==> src/hdl/bmc_regs.svh <==
// Offsets, field positions, reset values and timing counts of the basic mode control block
`ifndef BMC_REGS_SVH
`define BMC_REGS_SVH
`define BMC_BASIC_MODE_CONTROL_OFS 12'h000
`define BMC_BIT_RESET              15
`define BMC_BIT_LOOPBACK           14
`define BMC_BIT_SPEED              13
`define BMC_BIT_AN_ENABLE          12
`define BMC_BIT_POWER_DOWN         11
`define BMC_BIT_ISOLATE            10
`define BMC_BIT_AN_RESTART         9
`define BMC_BIT_DUPLEX             8
`define BMC_DEF_SPEED              1'b1
`define BMC_DEF_AN_ENABLE          1'b1
`define BMC_DEF_DUPLEX             1'b1
`define BMC_SOFT_RESET_NS          1000
`define BMC_CLK_PERIOD_NS          25
`define BMC_SOFT_RESET_CYCLES      ((`BMC_SOFT_RESET_NS + `BMC_CLK_PERIOD_NS - 1) / `BMC_CLK_PERIOD_NS)
`define BMC_RST_CNT_W              6
`define BMC_REG_W                  16
`define BMC_ADDR_W                 12
`define BMC_ZERO16                 16'h0000
`define BMC_ZERO32                 32'h0000_0000
`endif

==> src/hdl/bmc_pkg.sv <==
// Types shared by the basic mode control block
package bmc_pkg;
   // APB request from the management host
   typedef struct packed {
      logic        psel;
      logic        penable;
      logic        pwrite;
      logic [11:0] paddr;
      logic [31:0] pwdata;
   } bmc_apb_req_s;

   // APB answer to the management host
   typedef struct packed {
      logic        pready;
      logic        pslverr;
      logic [31:0] prdata;
   } bmc_apb_rsp_s;

   // Strap levels presented on the configuration inputs
   typedef struct packed {
      logic speed;
      logic an_enable;
      logic duplex;
   } bmc_strap_s;

   // Controls driven to the transceiver core
   typedef struct packed {
      logic soft_reset;
      logic mii_loopback;
      logic speed_100;
      logic full_duplex;
      logic an_enable;
      logic power_down;
      logic mii_isolate;
      logic an_restart;
   } bmc_ctrl_s;

   typedef enum logic [1:0] {
      BMC_AN_IDLE,
      BMC_AN_PENDING
   } bmc_an_e;
endpackage

==> src/hdl/bmc_top.sv <==
// Basic mode control register of a 10/100 transceiver, reached over APB
//
// Design decision made here: the APB register port.
`timescale 1ns/10ps
`include "bmc_regs.svh"

module bmc_top
   import bmc_pkg::*;
(
   // Clock and reset
   input  wire logic                  core_clk,
   input  wire logic                  rst_n,
   // APB slave
   input  wire bmc_pkg::bmc_apb_req_s apb_req,
   output      bmc_pkg::bmc_apb_rsp_s apb_rsp,
   // Configuration straps and software strap override
   input  wire bmc_pkg::bmc_strap_s   pin_strap,
   input  wire bmc_pkg::bmc_strap_s   software_strap_default,
   input  wire logic                  software_strap_valid,
   // Power-down pin, active low, taken as synchronous
   input  wire logic                  irq_or_powerdown_pin_n,
   // Auto-negotiation engine acknowledges that a restart has begun
   input  wire logic                  an_started,
   // Controls to the transceiver core
   output      bmc_pkg::bmc_ctrl_s    ctrl
);
   import bmc_pkg::*;

   ////////////////////////////////////////////////////////////////////////////////
   // Reset release
   logic [1:0] rst_sync_q;
   logic       rst_core_n;

   always_ff @(posedge core_clk or negedge rst_n)
   begin
      if (!rst_n)
         rst_sync_q <= 2'h0;
      else
         rst_sync_q <= {rst_sync_q[0], 1'b1};
   end
   assign rst_core_n = rst_sync_q[1];

   ////////////////////////////////////////////////////////////////////////////////
   // Helpers
   function automatic bmc_strap_s strap_pick(input bmc_strap_s pin_v, input bmc_strap_s sw_v, input logic sw_ok);
      strap_pick = sw_ok ? sw_v : pin_v;
   endfunction

   ////////////////////////////////////////////////////////////////////////////////
   // Register state
   logic                        loop_q,       loop_d;
   logic                        speed_q,      speed_d;
   logic                        an_en_q,      an_en_d;
   logic                        pdn_q,        pdn_d;
   logic                        iso_q,        iso_d;
   logic                        duplex_q,     duplex_d;
   logic                        srst_q,       srst_d;
   logic [`BMC_RST_CNT_W-1:0]   rcnt_q,       rcnt_d;
   logic                        strap_load_q, strap_load_d;
   logic                        boot_q,       boot_d;
   bmc_an_e                     an_q,         an_d;
   bmc_apb_rsp_s                rsp_q,        rsp_d;
   bmc_ctrl_s                   ctrl_q,       ctrl_d;
   logic                        acc;
   logic                        wr_hit;
   logic                        rd_acc;
   logic                        hit;
   logic [`BMC_REG_W-1:0]       wdat;
   logic [`BMC_REG_W-1:0]       rd_val;
   bmc_strap_s                  strap_v;

   ////////////////////////////////////////////////////////////////////////////////
   // Bus decode
   always_comb
   begin
      hit     = (apb_req.paddr == `BMC_BASIC_MODE_CONTROL_OFS);
      acc     = apb_req.psel && apb_req.penable;
      // A write lands only at the edge that sees pready high
      wr_hit  = acc && apb_req.pwrite && hit && rsp_q.pready && !srst_q;
      rd_acc  = acc && !apb_req.pwrite && hit && !rsp_q.pready;
      wdat    = apb_req.pwdata[`BMC_REG_W-1:0];
      strap_v = strap_pick(pin_strap, software_strap_default, software_strap_valid);
   end

   ////////////////////////////////////////////////////////////////////////////////
   // Soft reset sequencer and strap relatch
   always_comb
   begin
      srst_d       = srst_q;
      rcnt_d       = rcnt_q;
      strap_load_d = boot_q;
      boot_d       = 1'b0;

      if (wr_hit && wdat[`BMC_BIT_RESET])
      begin
         srst_d = 1'b1;
         rcnt_d = `BMC_RST_CNT_W'(`BMC_SOFT_RESET_CYCLES);
      end

      // Count runs down, then bit 15 clears and straps are relatched
      if (srst_q)
      begin
         if (rcnt_q == `BMC_RST_CNT_W'(1))
         begin
            srst_d       = 1'b0;
            strap_load_d = 1'b1;
         end
         rcnt_d = rcnt_q - `BMC_RST_CNT_W'(1);
      end
   end

   always_ff @(posedge core_clk or negedge rst_core_n)
   begin
      if (!rst_core_n)
      begin
         srst_q       <= 1'b0;
         rcnt_q       <= '0;
         strap_load_q <= 1'b0;
         boot_q       <= 1'b1;
      end
      else
      begin
         srst_q       <= srst_d;
         rcnt_q       <= rcnt_d;
         strap_load_q <= strap_load_d;
         boot_q       <= boot_d;
      end
   end

   ////////////////////////////////////////////////////////////////////////////////
   // Plain control bits
   always_comb
   begin
      loop_d   = loop_q;
      speed_d  = speed_q;
      an_en_d  = an_en_q;
      pdn_d    = pdn_q;
      iso_d    = iso_q;
      duplex_d = duplex_q;

      if (wr_hit)
      begin
         loop_d   = wdat[`BMC_BIT_LOOPBACK];
         speed_d  = wdat[`BMC_BIT_SPEED];
         an_en_d  = wdat[`BMC_BIT_AN_ENABLE];
         pdn_d    = wdat[`BMC_BIT_POWER_DOWN];
         iso_d    = wdat[`BMC_BIT_ISOLATE];
         duplex_d = wdat[`BMC_BIT_DUPLEX];
      end

      if (strap_load_q)
      begin
         loop_d   = 1'b0;
         pdn_d    = 1'b0;
         iso_d    = 1'b0;
         speed_d  = strap_v.speed;
         an_en_d  = strap_v.an_enable;
         duplex_d = strap_v.duplex;
      end

      // Pin wins over a write of zero in the same cycle
      if (!irq_or_powerdown_pin_n)
         pdn_d = 1'b1;
   end

   always_ff @(posedge core_clk or negedge rst_core_n)
   begin
      if (!rst_core_n)
      begin
         loop_q   <= 1'b0;
         speed_q  <= `BMC_DEF_SPEED;
         an_en_q  <= `BMC_DEF_AN_ENABLE;
         pdn_q    <= 1'b0;
         iso_q    <= 1'b0;
         duplex_q <= `BMC_DEF_DUPLEX;
      end
      else
      begin
         loop_q   <= loop_d;
         speed_q  <= speed_d;
         an_en_q  <= an_en_d;
         pdn_q    <= pdn_d;
         iso_q    <= iso_d;
         duplex_q <= duplex_d;
      end
   end

   ////////////////////////////////////////////////////////////////////////////////
   // Auto-negotiation restart
   always_comb
   begin
      an_d = an_q;
      unique case (an_q)
         BMC_AN_IDLE:
            // Only a one can start a restart; a zero leaves a pending one alone
            if (wr_hit && wdat[`BMC_BIT_AN_RESTART] && an_en_q)
               an_d = BMC_AN_PENDING;
         BMC_AN_PENDING:
            if (an_started)
               an_d = BMC_AN_IDLE;
         default:
            an_d = BMC_AN_IDLE;
      endcase
      if (strap_load_q)
         an_d = BMC_AN_IDLE;
   end

   always_ff @(posedge core_clk or negedge rst_core_n)
   begin
      if (!rst_core_n)
         an_q <= BMC_AN_IDLE;
      else
         an_q <= an_d;
   end

   ////////////////////////////////////////////////////////////////////////////////
   // Read value
   always_comb
   begin
      rd_val                      = `BMC_ZERO16;
      rd_val[`BMC_BIT_RESET]      = srst_q;
      rd_val[`BMC_BIT_LOOPBACK]   = loop_q;
      rd_val[`BMC_BIT_SPEED]      = speed_q;
      rd_val[`BMC_BIT_AN_ENABLE]  = an_en_q;
      rd_val[`BMC_BIT_POWER_DOWN] = pdn_q;
      rd_val[`BMC_BIT_ISOLATE]    = iso_q;
      rd_val[`BMC_BIT_AN_RESTART] = (an_q == BMC_AN_PENDING);
      rd_val[`BMC_BIT_DUPLEX]     = duplex_q;
   end

   ////////////////////////////////////////////////////////////////////////////////
   // APB answer one cycle after the access phase begins
   always_comb
   begin
      rsp_d         = '0;
      rsp_d.pready  = acc && !rsp_q.pready;
      rsp_d.pslverr = acc && !rsp_q.pready && !hit;
      rsp_d.prdata  = rd_acc ? {`BMC_ZERO16, rd_val} : `BMC_ZERO32;
   end

   always_ff @(posedge core_clk or negedge rst_core_n)
   begin
      if (!rst_core_n)
         rsp_q <= '0;
      else
         rsp_q <= rsp_d;
   end

   ////////////////////////////////////////////////////////////////////////////////
   // Controls to the transceiver core
   always_comb
   begin
      ctrl_d              = '0;
      ctrl_d.soft_reset   = srst_d;
      ctrl_d.mii_loopback = loop_d;
      ctrl_d.an_enable    = an_en_d;
      ctrl_d.speed_100    = an_en_d ? 1'b1 : speed_d;
      ctrl_d.full_duplex  = an_en_d ? 1'b1 : duplex_d;
      ctrl_d.power_down   = pdn_d || !irq_or_powerdown_pin_n;
      ctrl_d.mii_isolate  = iso_d;
      ctrl_d.an_restart   = (an_d == BMC_AN_PENDING);
   end

   always_ff @(posedge core_clk or negedge rst_core_n)
   begin
      if (!rst_core_n)
         ctrl_q <= '0;
      else
         ctrl_q <= ctrl_d;
   end

   assign apb_rsp = rsp_q;
   assign ctrl    = ctrl_q;
endmodule

==> config.mk <==
export PLATFORM = sky130hd
export DESIGN_NAME = bmc_top
export DESIGN_NICKNAME = d
export VERILOG_FILES = /design/src/hdl/bmc_pkg.sv /design/src/hdl/bmc_top.sv
export VERILOG_INCLUDE_DIRS = /design/src /design/src/hdl
export SDC_FILE = /design/constraint.sdc
export NUM_CORES = 1
export LEC_CHECK = 0
export BUFFER_PORTS_ARGS = -buffer_cell sky130_fd_sc_hd__buf_4
export CORE_UTILIZATION = 47
export CTS_BUF_LIST = sky130_fd_sc_hd__clkbuf_4 sky130_fd_sc_hd__clkbuf_8
export DETAILED_ROUTE_END_ITERATION = 7
export GPL_TIMING_DRIVEN = 1
export HOLD_SLACK_MARGIN = 0.06
export PLACE_DENSITY = 0.88
export SYNTH_ARGS = -nofsm -noshare
export SYNTH_HDL_FRONTEND = slang
export SYNTH_SLANG_ARGS = --single-unit
==> constraint.sdc <==
create_clock -name core_clk -period 1.6 [get_ports core_clk]
set_input_delay 0.08 -clock core_clk [delete_from_list [all_inputs] [get_ports core_clk]]
set_output_delay 0.08 -clock core_clk [all_outputs]
set_load 0.05 [all_outputs]
==> flow_summary.ini <==
[status]
outcome = completed

[floorplan]
die_x_um = 59.5
start_util = 0.500
dieArea_sq_um = 3530
dieHeight_um = 59.5
ios = 100
rows = 20
coreArea_sq_um = 3100

[logic_synthesis]
synthCells = 140
syn_avg_cell_area_sq_um = 11.1
async_flop_share = 1.00
synth_edf_count = 0
ys_warn_count = 0
yosysMostFrequentCell = dfrtp_1
synth.cells.most_frequent = dfrtp_1 (29), buf_4 (28), nand2_1 (14), and2_1 (7)
synth_cell_types = 35
ys_ff_latch = 33
yosysTopAreaCell = dfrtp_1
synth.top_cell.area_share = 0.468
ys_seq_area_frac = 0.535
ys_top_cells_by_area = dfrtp_1 (47%), buf_4 (14%), dfstp_2 (6.8%)
syn_area_sq_um = 1550
yosys_most_used_dff = dfrtp_1

[placed_design]
hpwlAfterDp_mm = 2.14
port_buffers = 51
placed_area_sq_um = 1880
place.gp.congestion = 0.805
dp_worst_setup_slack_ps = 117

[power]
max-vdd-ir-drop_v = 0.000497
p_per_area_nw_per_um2 = 887
switching_power_uw = 505
internal_power_mw = 1.36
power_frac_clock = 0.351
seqPwrFrac = 0.475
p_sw_frac = 0.271
p_leak_nw = 1.07
combPwrFrac = 0.174

[setup_path]
cp-start-kind = flop
cp_top_family = simple AND/OR/NAND/NOR gates
worstPathArrival_ps = 1680
critPathBufInv = 0
cp_cell_sequence = nor3_2 > and2_4 > nand4b_4 > a211oi_1
slowest_stage = dfrtp_1
r2r_slack_ps = 150
critPathCaptureType = flop
critical_path_class = reg2reg
critPathRequiredTime_ps = 1830
crit_fanout = 6
crit_path_max_incr_delay_ps = 400

[clock_network]
cts_buffers = 5
h-tree-depth = 2
cts_tree = yes
cts.sinks = 33
root_buffer = clkbuf_4
clk_pin_slew_ps = 100
clock_latency_ps = 330
cts_max_path_buffers = 2

[global_routing]
grt_usage = 0.189
grt_pass1_vias = 1116
antenna_found_initial = 0
grt_start_max_net_pins = 32
grt_pass1_wl_mm = 4.84
overflow = 0

[layout]
layout.nets = 268
fin_area_sq_um = 2100
fin_util = 0.678
nFillCells = 258
area_growth_pct = 35.6
multiInputGateArea_sq_um = 577
drive_gt1_frac = 0.349
seqCellArea_sq_um = 832
diodes = 0

[drt]
drt_pass1_iterations = 3
wire_per_inst_um = 12.4
wl_mm = 3.13
antenna_left = 0
drtIter0Drc = 29
drt-vias-per-instance = 4.66
drc = 0
vias = 1178

[sta]
setup_ws_ps = 155
fmax_mhz = 692
rsz0062_at_grt = false
fin_crit_ps = 1450
finalSetupTns_ps = 0
setup_viol = 0
min_period_over_period = 0.903
finalHoldViolations = 0
slew_violations = 0
finClkSkew_ps = 9.25
hold_slack_ps = 58.0

[job]
max_cap_viol_count = 0

[hold_path]
min_path_type = in2reg
-- worst min-delay path: stages --
cell	delay (ps)
buf_4	110
nand2_1	110
nor2_1	60
-- per-layer routing --
metal,global-route usage,part of all wire,vias up
met5,0,0,-
met3,0.0415,0.081,8
met2,0.340,0.52,56
met1,0.207,0.38,558
li1,-,-,556
met4,0.0986,0.020,0
-- through the flow --
stage	total power, mW	std cells
6_report	1.87	253
4_1_cts	1.87	250
3_5_place_dp	1.20	232
5_1_grt	1.94	253
3_3_place_gp	1.20	232
2_1_floorplan	1.15	165
-- cells by family (layout without fill, tap and decap cells) --
group / after synthesis / in the layout / synth area share
xor gates and xnor gates: 1 / 1 / 0.00565
DFF: 33 / 33 / 0.535
AOI/OAI and AO/OA: 18 / 18 / 0.0806
and+or+nand+nor: 45 / 45 / 0.165
buffers and inverters: 33 / 77 / 0.153
adders and majority gates: 2 / 2 / 0.0161
muxes: 6 / 6 / 0.0387
other: 2 / 27 / 0.00484
-- layout make-up --
class | count | area share
repair buffers | 67 | 0.258
inverters | 2 | 0.00357
well taps | 44 | 0.0262
multi-input cells | 99 | 0.274
clock buffers | 7 | 0.0280
clock inverters | 1 | 0.0143
flip-flops and latches | 33 | 0.396
-- state kept, by name (all words and copies together) (netlist names) --
signal,flops
apb_rsp,10
ctrl,7
rcnt_q,6
an_q,2
rst_sync_q,2
an_en_q,1
boot_q,1
duplex_q,1
pdn_q,1
speed_q,1
strap_load_q,1
-- power groups by stage --
stage / clock [mW] / combinational (mW) / sequential, mW
finish: 0.654 / 0.325 / 0.886
global route: 0.702 / 0.344 / 0.890
CTS: 0.663 / 0.323 / 0.885
detailed placement: 0 / 0.303 / 0.901
global placement: 0 / 0.299 / 0.901
floorplan: 0 / 0.211 / 0.940
-- final timing paths --
kind	cells past startpoint	endpoint	startpoint
worst max-delay path	4	an_q[0]	ctrl[7]
worst min-delay path	3	apb_rsp[33]	apb_req[45]
worst max register to register	4	an_q[0]	ctrl[7]
worst min register to register	1	apb_rsp[32]	rst_sync_q[1]
max in group asynchronous	3	rst_sync_q[1]	rst_n
min in group asynchronous	1	apb_rsp[32]	rst_sync_q[1]
-- cell usage in the layout (no fill, tap or decap), drive strengths merged --
master and n:
a21oi 4, ha 2, buf 56, nand2b 1
nor2 6, xor2 1, o21bai 2, a41o 1
dlygate4sd3 11, or3 1, and3b 2, inv 2
a32oi 1, a31oi 1, a211oi 3, dfrtp 29
a221oi 1, nor3 4, o21ai 2, and2 8
o31a 1, nand3 3, bufinv 1, conb 27
dfstp 4, o31ai 2, nor4b 1, nand4b 1
clkbuf 7, mux2i 6, and3 1, nand2 14
nor4 3
-- repair_timing --
| item | in CTS | in global routing |
|---|---|---|
| setup buffers | 0 | 2 |
| setup endpoints to repair | 0 | 1 |
| gates resized for setup | 0 | 0 |
| endpoints found under the hold margin | 12 | 2 |
| hold buffers | 10 | 1 |
Note: power is estimated with default switching activity, not from simulation.
